===== src/pkg/odt_zq_defines.vh =====
// Constants for the asynchronous termination and calibration block.
// Assumes the including file counts link times in command-clock cycles.
`ifndef ODT_ZQ_DEFINES_VH
`define ODT_ZQ_DEFINES_VH

// Own clock rate, in kHz
`define REF_CLK_KHZ 25000

// Asynchronous termination windows, in picoseconds
`define TAONPD_MIN_PS 2000
`define TAONPD_MAX_PS 8500
`define TAOFPD_MIN_PS 2000
`define TAOFPD_MAX_PS 8500

// Calibration periods, in command-clock cycles
`define TZQINIT_CK 512
`define TZQOPER_CK 256
`define TZQCS_CK 64

// Power-down and refresh windows, in command-clock cycles
`define TCPDED_CK 1
`define TRFC_CK 64
`define TXPDLL_CK 24

// Synchronous termination latency offset (WL minus this)
`define ODT_LAT_SUB 2

// Pin vector bit positions after synchronising
`define PIN_CLK 0
`define PIN_CKE 1
`define PIN_ODT 2
`define PIN_CS_N 3
`define PIN_RAS_N 4
`define PIN_CAS_N 5
`define PIN_WE_N 6
`define PIN_A10 7
`define PIN_ZQ 8
`define PIN_COUNT 9

// Mode register 0 bit A12 value that freezes the DLL in power-down
`define MR0_A12_FREEZE 1'h0

// Reset value of the calibration code (mid scale)
`define CAL_CODE_RESET 6'h20

`endif


===== src/rtl/dram_odt_async_zq_calibration.v =====
// Termination timing (synchronous, asynchronous and transitions) and
// long/short calibration engine of the memory device.
// Assumes command pins and the command clock arrive from outside the
// ref_clk domain; config inputs and bank state come from ref_clk logic.
`timescale 1ns/1ps
`include "odt_zq_defines.vh"

module dram_odt_async_zq_calibration #(
	parameter LAT_W = 5,
	parameter CODE_W = 6,
	parameter CNT_W = 12,
	parameter [CNT_W-1:0] ZQINIT_CK = `TZQINIT_CK,
	parameter [CNT_W-1:0] ZQOPER_CK = `TZQOPER_CK,
	parameter [CNT_W-1:0] ZQCS_CK = `TZQCS_CK,
	parameter [CNT_W-1:0] CPDED_CK = `TCPDED_CK,
	parameter [CNT_W-1:0] RFC_CK = `TRFC_CK,
	parameter [CNT_W-1:0] XPDLL_CK = `TXPDLL_CK
) (
	input wire ref_clk, // Own clock, 25 MHz
	input wire rst_n, // Asynchronous reset, active low
	input wire cmd_clk, // Command clock pin, sampled
	input wire cke, // Clock enable pin
	input wire odt, // Termination request pin
	input wire cs_n, // Chip select pin, active low
	input wire ras_n, // Row strobe pin, active low
	input wire cas_n, // Column strobe pin, active low
	input wire we_n, // Write enable pin, active low
	input wire a10, // Address 10: long/short calibration select
	input wire zq_cmp, // Calibration comparator, high means step up
	input wire mr0_a12, // Mode register 0 bit A12, DLL kept in power-down
	input wire [3:0] cwl, // Write latency without additive part
	input wire [3:0] al, // Additive latency
	input wire all_banks_idle, // All banks precharged
	output reg rtt_en, // Termination applied
	output reg async_mode, // Asynchronous termination timing in use
	output reg odt_transition, // Inside an entry or exit window
	output reg zq_busy, // Calibration in progress
	output reg zq_current_en, // Calibration current path enabled
	output reg io_update, // One-cycle pulse: new codes applied
	output reg dq_hiz, // Data lines released by the device
	output reg [CODE_W-1:0] ron_code, // Driver strength code
	output reg [CODE_W-1:0] rtt_code // Termination strength code
);

	localparam DEPTH = 1 << LAT_W;
	localparam integer AON_INT =
		(`TAONPD_MIN_PS * `REF_CLK_KHZ + 999999999) / 1000000000;
	localparam integer AOF_INT =
		(`TAOFPD_MIN_PS * `REF_CLK_KHZ + 999999999) / 1000000000;
	localparam [3:0] AON_CYC = (AON_INT < 1) ? 4'h1 : AON_INT[3:0];
	localparam [3:0] AOF_CYC = (AOF_INT < 1) ? 4'h1 : AOF_INT[3:0];

	//////////////////////////////////////////////////////////////////////
	// Pin synchronisers
	wire [`PIN_COUNT-1:0] pins;
	reg [`PIN_COUNT-1:0] pin_meta;
	reg [`PIN_COUNT-1:0] pin_sync;

	assign pins = {zq_cmp, a10, we_n, cas_n, ras_n, cs_n, odt, cke, cmd_clk};

	// Costs two own clocks on every pin, but all pins lag alike, so
	// the command and its qualifiers stay aligned to the clock edge
	// Two flops per pin; only the second stage is read
	genvar gi;
	generate
		for (gi = 0; gi < `PIN_COUNT; gi = gi + 1) begin : g_sync
			always @(posedge ref_clk or negedge rst_n) begin
				if (!rst_n) begin
					pin_meta[gi] <= 1'h0;
					pin_sync[gi] <= 1'h0;
				end else begin
					pin_meta[gi] <= pins[gi];
					pin_sync[gi] <= pin_meta[gi];
				end
			end
		end
	endgenerate

	//////////////////////////////////////////////////////////////////////
	// Command clock edge and command decode
	reg clk_prev;
	reg cke_q;
	wire ck_rise;
	wire s_cke;
	wire s_odt;
	wire cmd_sel;
	wire is_zq;
	wire is_ref;
	wire cke_fall;
	wire cke_rise;

	// All pins share one synchroniser latency, so setup is kept
	always @(posedge ref_clk or negedge rst_n) begin
		if (!rst_n) begin
			clk_prev <= 1'h0;
			cke_q <= 1'h0;
		end else begin
			clk_prev <= pin_sync[`PIN_CLK];
			if (ck_rise) begin
				cke_q <= pin_sync[`PIN_CKE];
			end
		end
	end

	assign ck_rise = pin_sync[`PIN_CLK] & ~clk_prev;
	assign s_cke = pin_sync[`PIN_CKE];
	assign s_odt = pin_sync[`PIN_ODT];
	assign cmd_sel = ck_rise & ~pin_sync[`PIN_CS_N];
	assign is_zq = cmd_sel & pin_sync[`PIN_RAS_N] & pin_sync[`PIN_CAS_N] &
		~pin_sync[`PIN_WE_N];
	assign is_ref = cmd_sel & ~pin_sync[`PIN_RAS_N] & ~pin_sync[`PIN_CAS_N] &
		pin_sync[`PIN_WE_N];
	assign cke_fall = ck_rise & cke_q & ~s_cke;
	assign cke_rise = ck_rise & ~cke_q & s_cke;

	//////////////////////////////////////////////////////////////////////
	// Refresh, self-refresh and power-down windows
	reg [CNT_W-1:0] ref_cnt;
	reg [CNT_W-1:0] ent_cnt;
	reg [CNT_W-1:0] exit_cnt;
	reg self_ref;
	reg pd_frozen;
	wire freeze_sel;
	wire in_window;
	wire use_async;

	assign freeze_sel = (mr0_a12 == `MR0_A12_FREEZE);
	assign in_window = (ent_cnt != {CNT_W{1'h0}}) |
		(exit_cnt != {CNT_W{1'h0}});
	assign use_async = pd_frozen | in_window;

	// A second refresh inside tRFC reloads the count, which only
	// lengthens the entry window and so stays on the safe side
	// Refresh remaining time, and self-refresh tracking
	always @(posedge ref_clk or negedge rst_n) begin
		if (!rst_n) begin
			ref_cnt <= {CNT_W{1'h0}};
			self_ref <= 1'h0;
		end else if (ck_rise) begin
			if (is_ref && s_cke) begin
				ref_cnt <= RFC_CK;
			end else if (ref_cnt != {CNT_W{1'h0}}) begin
				ref_cnt <= ref_cnt - 1'h1;
			end
			if (is_ref && cke_fall) begin
				self_ref <= 1'h1;
			end else if (cke_rise) begin
				self_ref <= 1'h0;
			end
		end
	end

	// Entry/exit windows; a load of N covers N edges incl. end point
	always @(posedge ref_clk or negedge rst_n) begin
		if (!rst_n) begin
			ent_cnt <= {CNT_W{1'h0}};
			exit_cnt <= {CNT_W{1'h0}};
			pd_frozen <= 1'h0;
		end else if (ck_rise) begin
			if (cke_fall && freeze_sel && all_banks_idle && !is_ref) begin
				// End point included
				// This rise already counts toward the refresh, so the
				// window ends at the refresh end point, not one past it
				ent_cnt <= (ref_cnt > CPDED_CK + 1'h1) ?
					ref_cnt - 1'h1 : CPDED_CK;
				pd_frozen <= 1'h1;
			end else begin
				if (ent_cnt != {CNT_W{1'h0}}) begin
					ent_cnt <= ent_cnt - 1'h1;
				end
				if (cke_rise) begin
					pd_frozen <= 1'h0;
				end
			end
			// Only a frozen power-down has an exit window; active
			// power-down keeps synchronous timing throughout
			// Exit window lasts tXPDLL
			if (cke_rise && pd_frozen) begin
				exit_cnt <= XPDLL_CK;
			end else if (exit_cnt != {CNT_W{1'h0}}) begin
				exit_cnt <= exit_cnt - 1'h1;
			end
		end
	end

	//////////////////////////////////////////////////////////////////////
	// Synchronous termination pipeline
	reg [DEPTH-1:0] odt_pipe;
	wire [LAT_W:0] wl_sum;
	wire [LAT_W:0] lat;
	wire sync_odt;
	localparam [LAT_W:0] LAT_SUB = `ODT_LAT_SUB;

	// Latency WL-2 with WL = CWL + AL
	// Stage 0 takes the level at the registering rise, so stage lat
	// holds it lat rises later; a latency below one is clamped
	assign wl_sum = {{(LAT_W-3){1'h0}}, cwl} + {{(LAT_W-3){1'h0}}, al};
	assign lat = (wl_sum > LAT_SUB) ? wl_sum - LAT_SUB :
		{{LAT_W{1'h0}}, 1'h1};
	assign sync_odt = odt_pipe[lat[LAT_W-1:0]];

	// One stage per command clock edge
	always @(posedge ref_clk or negedge rst_n) begin
		if (!rst_n) begin
			odt_pipe <= {DEPTH{1'h0}};
		end else if (ck_rise) begin
			odt_pipe <= {odt_pipe[DEPTH-2:0], s_odt};
		end
	end

	//////////////////////////////////////////////////////////////////////
	// Asynchronous termination path
	reg async_odt;
	reg [3:0] async_cnt;
	reg async_tgt;

	always @(posedge ref_clk or negedge rst_n) begin
		if (!rst_n) begin
			async_odt <= 1'h0;
			async_cnt <= 4'h0;
			async_tgt <= 1'h0;
		end else if (s_odt != async_tgt) begin
			// A new level restarts the wait
			async_tgt <= s_odt;
			async_cnt <= s_odt ? AON_CYC : AOF_CYC;
		end else if (async_cnt != 4'h0) begin
			async_cnt <= async_cnt - 4'h1;
			if (async_cnt == 4'h1) begin
				async_odt <= async_tgt;
			end
		end
	end

	// Termination output; inside windows the async path is used, which
	// lies within min of both minima and max of both maxima.
	// Pending sync changes are dropped on the switch; the async path
	// then follows the pin level within its own window.
	always @(posedge ref_clk or negedge rst_n) begin
		if (!rst_n) begin
			rtt_en <= 1'h0;
			async_mode <= 1'h0;
			odt_transition <= 1'h0;
		end else begin
			rtt_en <= use_async ? async_odt : sync_odt;
			async_mode <= use_async;
			odt_transition <= in_window;
		end
	end

	//////////////////////////////////////////////////////////////////////
	// Calibration engine
	reg [CNT_W-1:0] zq_cnt;
	reg first_done;
	reg [CODE_W-1:0] cal_code;
	wire zq_start;

	// A refused command leaves no trace; the controller must issue
	// it again once busy has fallen
	// Only an explicit command starts calibration
	assign zq_start = is_zq & cke_q & s_cke & ~self_ref & ~zq_busy;

	// Period select, up/down search, then transfer to the IO
	always @(posedge ref_clk or negedge rst_n) begin
		if (!rst_n) begin
			zq_cnt <= {CNT_W{1'h0}};
			first_done <= 1'h0;
			cal_code <= `CAL_CODE_RESET;
			zq_busy <= 1'h0;
			zq_current_en <= 1'h0;
			io_update <= 1'h0;
			dq_hiz <= 1'h0;
			ron_code <= `CAL_CODE_RESET;
			rtt_code <= `CAL_CODE_RESET;
		end else begin
			io_update <= 1'h0;
			if (zq_start) begin
				if (pin_sync[`PIN_A10]) begin
					zq_cnt <= first_done ? ZQOPER_CK : ZQINIT_CK;
					first_done <= 1'h1;
				end else begin
					zq_cnt <= ZQCS_CK;
				end
				zq_busy <= 1'h1;
				zq_current_en <= 1'h1;
				dq_hiz <= 1'h1;
			end else if (zq_busy && ck_rise) begin
				// Saturating step so the code never wraps
				if (pin_sync[`PIN_ZQ] && cal_code != {CODE_W{1'h1}}) begin
					cal_code <= cal_code + 1'h1;
				end else if (!pin_sync[`PIN_ZQ] &&
					cal_code != {CODE_W{1'h0}}) begin
					cal_code <= cal_code - 1'h1;
				end
				zq_cnt <= zq_cnt - 1'h1;
				if (zq_cnt == {{(CNT_W-1){1'h0}}, 1'h1}) begin
					ron_code <= cal_code;
					rtt_code <= cal_code;
					io_update <= 1'h1;
					zq_busy <= 1'h0;
					zq_current_en <= 1'h0;
					dq_hiz <= 1'h0;
				end
			end
		end
	end

endmodule // dram_odt_async_zq_calibration


===== config.mk =====
export PLATFORM = sky130hd
export DESIGN_NAME = dram_odt_async_zq_calibration
export DESIGN_NICKNAME = d
export VERILOG_FILES = /design/src/rtl/dram_odt_async_zq_calibration.v
export VERILOG_INCLUDE_DIRS = /design/src /design/src/pkg
export SDC_FILE = /design/constraint.sdc
export NUM_CORES = 1
export LEC_CHECK = 0
export ABC_AREA = 1
export BUFFER_PORTS_ARGS = -buffer_cell sky130_fd_sc_hd__buf_2
export CORE_UTILIZATION = 60
export DETAILED_ROUTE_END_ITERATION = 7
export PLACE_DENSITY = 0.86
export SYNTH_ARGS = -nofsm -noshare
export SYNTH_HDL_FRONTEND = slang
export SYNTH_SLANG_ARGS = --single-unit

===== constraint.sdc =====
create_clock -name ref_clk -period 2.55 [get_ports ref_clk]
set_input_delay 0.3825 -clock ref_clk [delete_from_list [all_inputs] [get_ports ref_clk]]
set_output_delay 0.3825 -clock ref_clk [all_outputs]
set_load 0.01 [all_outputs]

# Word level (Yosys, flattened, before mapping)
# Index checks and enable logic that the tools add are counted.
# Widths: inputs -> output; s select.
# totals
ff_bits	126
inputBits	21
out_inout_bits	19
word_cells	147
# op_classes
add_sub_neg	9
order_cmp	3
n_eq_ne	4
n_mux	28
bitwise	30
reduce_logical	35
# op_table
cell	n
$mux 12	9
$sub 12x1->12 const B	4
$reduce_bool 12->1	3
$mux 10	2
$reduce_bool 2->1	9
$and 1x1->1	16
$reduce_and 2->1	7
$eq 12x1->1 const B	1
$gt 12x2->1 const B	1
$mux 6	2
$not 1->1	12
$mux 1	11
$logic_and 1x1->1	9
$reduce_and 3->1	3
$mux 4	2
$add 6x1->6 const B	1
$lt 5x6->1 const B	1
$ne 6x6->1 const B	1
$reduce_bool 6->1	1
$sub 6x1->6 const B	1
$add 4x4->5	1
$bmux 1 s5	1
$gt 5x2->1 const B	1
$mux 5	1
other kinds (7)	9

# Longest topological paths before layout
# depth
ltp_word	12
depth_mapped	16
ltp_nobuf	15

# Least setup slack after synthesis
# No wires, ideal clock.
# synth_timing
path_type	input port to flip-flop
start	input cwl[0]
end	register rtt_en
setup_time_ps	65
arrival_time_ps	2417
required_ps	2485
setup_slack_ps	68
cell_stages	16
path_buffers	2
path_cell_list	ha_1 > fa_1 > xnor2_1 > ha_1 > inv_1 > nor2_1 > nand2_1 > buf_2 > buf_4 > nand4_1 > nand3_1 > nand3_1 > nand3_1 > nand3_1 > nand3_1 > nand2_1
# synth_between
elab_chain_cells	6
elab_cells_between_ends	7
classes_between	2 x add/sub; 1 x order compare; 4 x mux
# synth_rtl
element	line	text
from (decl)	dram_odt_async_zq_calibration.v:31	input wire [3:0] cwl,
$add 4x4->5 (*)	dram_odt_async_zq_calibration.v:197	assign wl_sum = {{(LAT_W-3){1'h0}}, cwl} + {{(LAT_W-3){1'h0}}, al};
$sub 5x2->5 or $gt 5x2->1 (tied branches)	dram_odt_async_zq_calibration.v:198	assign lat = (wl_sum > LAT_SUB) ? wl_sum - LAT_SUB :
$mux 5 (*)	dram_odt_async_zq_calibration.v:198	
$bmux 1 s5 (*)	dram_odt_async_zq_calibration.v:200	assign sync_odt = odt_pipe[lat[LAT_W-1:0]];
$mux 1 (implied by the code) (*)	dram_odt_async_zq_calibration.v:200	
$mux 1 (*)	dram_odt_async_zq_calibration.v:244	rtt_en <= use_async ? async_odt : sync_odt;
to (signal assigned)	dram_odt_async_zq_calibration.v:244	
to (decl)	dram_odt_async_zq_calibration.v:34	output reg rtt_en,
# Every way passes the cells marked *; elsewhere a longest branch is shown, timed or not. The select of a mux whose other input is x is not followed.
# A chain may end at the register's enable or synchronous reset.

# Final worst setup path
# layout_timing
start	register cal_code[5]
end	register cal_code[5]
# layout_between
elab_chain_cells	4
elab_cells_between_ends	10
classes_between	2 x add/sub; 1 x eq/ne; 2 x mux; 5 x reduce/logical
# layout_rtl
element	line	text
from (decl)	dram_odt_async_zq_calibration.v:254	reg [CODE_W-1:0] cal_code;
from (signal assigned)	dram_odt_async_zq_calibration.v:267	cal_code <= `CAL_CODE_RESET;
from (signal assigned)	dram_odt_async_zq_calibration.v:289	cal_code <= cal_code + 1'h1;
from (signal assigned)	dram_odt_async_zq_calibration.v:292	cal_code <= cal_code - 1'h1;
parallel branches: the longest is 4 deep, another holds $sub 6x1->6	--	
# Several ways; the timed one is not identified. The select of a mux whose other input is x is not followed.

==> results.yml <==
detailed_routing:
  viasPerCell: 5.58
  drt-total-wl_um: 14600
  via_count: 5466
  first_pass_iters: 5
  drtIter0Drc: 429
  ant_nets: 0
  wl_per_cell_um: 14.9
  drc: 0
timing:
  report.final.hold_viol_count: 0
  worstMarginPinSlew_ps: 613
  setup_viol: 0
  final.min_clock_period_ps: 2300
  fmax_ghz: 0.435
  report.final.slew_viol_count: 0
  rsz0062_at_grt: "false"
  finalCritPeriodShare_pct: 90.2
  fin_worst_skew_ps: 7.54
  slew_headroom_pct: 59.1
cts:
  cts.sinks: 126
  htreeDepth: 4
  numCtsBuffers: 17
  cts_root_buf: "clkbuf_8"
  cts.path.max_buffers: 2
  cts_tree: "built"
  postCtsSetupBuffers: 0
  clkLatencyLatePin_ps: 530
  clkSlewWorstSetupHoldPaths_ps: 60
die:
  core_area_um2: 10400
  die-area_um2: 11200
  die_y_um: 106
  initial_core_util_pct: 62.4
  fp-row-count: 37
  die_x_um: 106
  boundaryPins: 40
yosys:
  synth_area_um2: 6470
  synth_fp_nets: 809
  synth_ff_type: "dfrtp_1"
  synth_seq_cells: 126
  ys_seq_area_share_pct: 48.8
  ys.warnings.count: 0
  yosysUniqueCellTypes: 46
  syn_avg_cell_area_um2: 8.42
  async_reset_ff_share_pct: 100
  synthCells: 768
  synth_edf_count: 0
place:
  io_buffer_count: 39
  dp.cells: 937
  dpl.hpwl_um: 9850
  place_area_um2: 6860
  gp_congestion: 0.899
critical_path:
  critPathKind: "flip-flop to flip-flop"
  critPathArrivalTime_ps: 2750
  crit_path_end_kind: "flip-flop"
  r2r_start: "cal_code[5]$_DFFE_PN1P_"
  crit_required_ps: 3000
  reg2regPathDepth: 13
  critPathCapture: "cal_code[5]$_DFFE_PN1P_"
  start_kind: "flip-flop"
  critPathMaxFanout: 5
  crit_start: "cal_code[5]$_DFFE_PN1P_"
  regToRegEndpoint: "cal_code[5]$_DFFE_PN1P_"
  rrSetupSlack_ps: 250
run_status:
  status: "finished clean"
power:
  ir_drop_v: 0.000794
  powerDensity_nw_per_um2: 993
  pwr-share-comb_pct: 30.3
  intPower_mw: 4.70
  switching_share_pct: 37.1
  pwr-share-seq_pct: 39.8
  clkPwrFrac_pct: 29.8
  netSwitchingPower_mw: 2.77
  power.leakage_nw: 3.68
finish:
  drive_gt1_share_pct: 15.1
  synthToLayoutAreaGrowth_pct: 16.3
  diodes: 0
  final_area_um2: 7520
  nNetsFinal: 871
  instances_no_fill: 979
  fin_util_pct: 72.6
global_routing:
  grt.total_usage_pct: 28.0
  grt_max_degree: 64
  grt_overflow: 0
  grt_pass1_vias: 5469
  grt_antenna_before_repair: 0
  grt_pass1_wl_um: 24800
min_path:
  hold_path_class: "input port to flip-flop"
  worstHoldStart: "all_banks_idle"
job:
  drv_cap: 0
logic make-up (layout without fill, tap and decap cells):
family / after synthesis / count (layout) / share of synthesized area, %
AND/OR/NAND/NOR: 324 / 324 / 23.2
buffers and inverters: 144 / 219 / 9.21
AO/OA/AOI/OAI: 126 / 126 / 10.9
flip-flops: 126 / 126 / 48.8
XOR/XNOR: 27 / 27 / 3.66
adder cells (fa/ha/maj): 20 / 20 / 4.10
multiplexers: 1 / 1 / 0.174
layer usage:
metal	GRT usage [%]	part of all wire, %
met5	0	0
met4	11.2	2.2
met3	6.00	4.3
met2	48.6	51
met1	33.9	43
repair_timing:
item,4_1_cts,5_1_grt
hold buffers,10,0
resized for setup,0,4
endpoints found under the hold margin,52,0
endpoints found under the setup margin,0,2
worst min path at each step:
stage	to	cells past startpoint
global route	pd_frozen$_DFFE_PN0P_	4
global placement	pin_sync[0]$_DFF_PN0_	0
detailed placement	pin_sync[8]$_DFF_PN0_	0
CTS	pd_frozen$_DFFE_PN0P_	4
finish	pd_frozen$_DFFE_PN0P_	4
floorplan	async_cnt[0]$_DFFE_PN0P_	0
critical path, cell delays in order (launching register included):
cell     delay, ps
dfstp_2        540
nand4_1        110
nor3_2         140
nor2_2          80
inv_2          100
ha_1           280
a21oi_1        160
nand2_1        100
a21oi_1        130
inv_1           50
a21oi_1        150
a21oi_1         80
o21ai_0        100
xor2_1         180
layout by cell type, fill, tap and decap left out, types with 14 or more instances in the layout:
cell type    n
nand2_1    143
nor2_1      58
inv_1      113
clkbuf_16   16
buf_4       18
xor2_1      21
o21ai_1     14
a21oi_1     25
nand4_1     26
buf_2       38
nand3_1     50
o21ai_0     63
ha_1        18
dfrtp_1    124
cell type report:
cell class,count,area [um2]
timing repair buffer,68,465
inverter,119,450
fill,751,2850
tap,136,170
sequential,126,3160
clock buffer,19,432
clock inverter,13,118
multi-input combinational,498,2730
through the flow:
step / setup TNS [ps] / worst slack [ps] / hold WS [ps] / power [mW]
finish: 0 / 250 / 343 / 7.47
global route: 0 / 26.0 / 353 / 7.93
CTS: 0 / 163 / 337 / 7.43
detailed placement: -263 / -263 / 337 / 5.14
global placement: -171 / -171 / 334 / 4.98
floorplan: 0 / 68.1 / 86.9 / 4.52
power groups by stage:
stage          Clock, mW  Sequential, mW  Combinational, mW
3_3_place_gp           0            2.93               2.05
5_1_grt             2.35            3.03               2.56
6_report            2.23            2.97               2.27
2_1_floorplan          0            2.86               1.67
4_1_cts             2.25            2.95               2.24
3_5_place_dp           0            2.96               2.18
sequential cells by signal, indices dropped and copies added (netlist names), 4 cells and up:
register   count
pin_sync       7
ref_cnt       12
ent_cnt       12
rtt_code       6
exit_cnt      12
async_cnt      4
cal_code       6
pin_meta       9
odt_pipe      32
zq_cnt        12
cells in the mapped netlist (2+ instances only):
master	n	area [um2]
nand3_1	50	250
o21ai_0	63	315
dfrtp_1	124	3100
nor3_2	2	20.0
a221oi_1	2	17.5
o21ai_1	14	70.1
nand2_1	143	537
nor4_1	5	31.3
inv_1	114	428
dfstp_2	2	52.6
ha_1	18	225
nand4_1	26	163
fa_1	2	40.0
nor2_4	4	45.0
o22ai_1	9	56.3
xor2_1	21	184
buf_4	10	75.1
nor2_2	5	31.3
xnor2_1	6	52.6
nand3_2	3	30.0
buf_2	5	25.0
nand2_2	7	43.8
nor2_1	59	221
a21oi_1	25	125
nor3_1	14	70.1
clkbuf_1	8	30.0
inv_2	3	11.3
o211ai_1	6	45.0
Power figures use the tool's default switching activity.
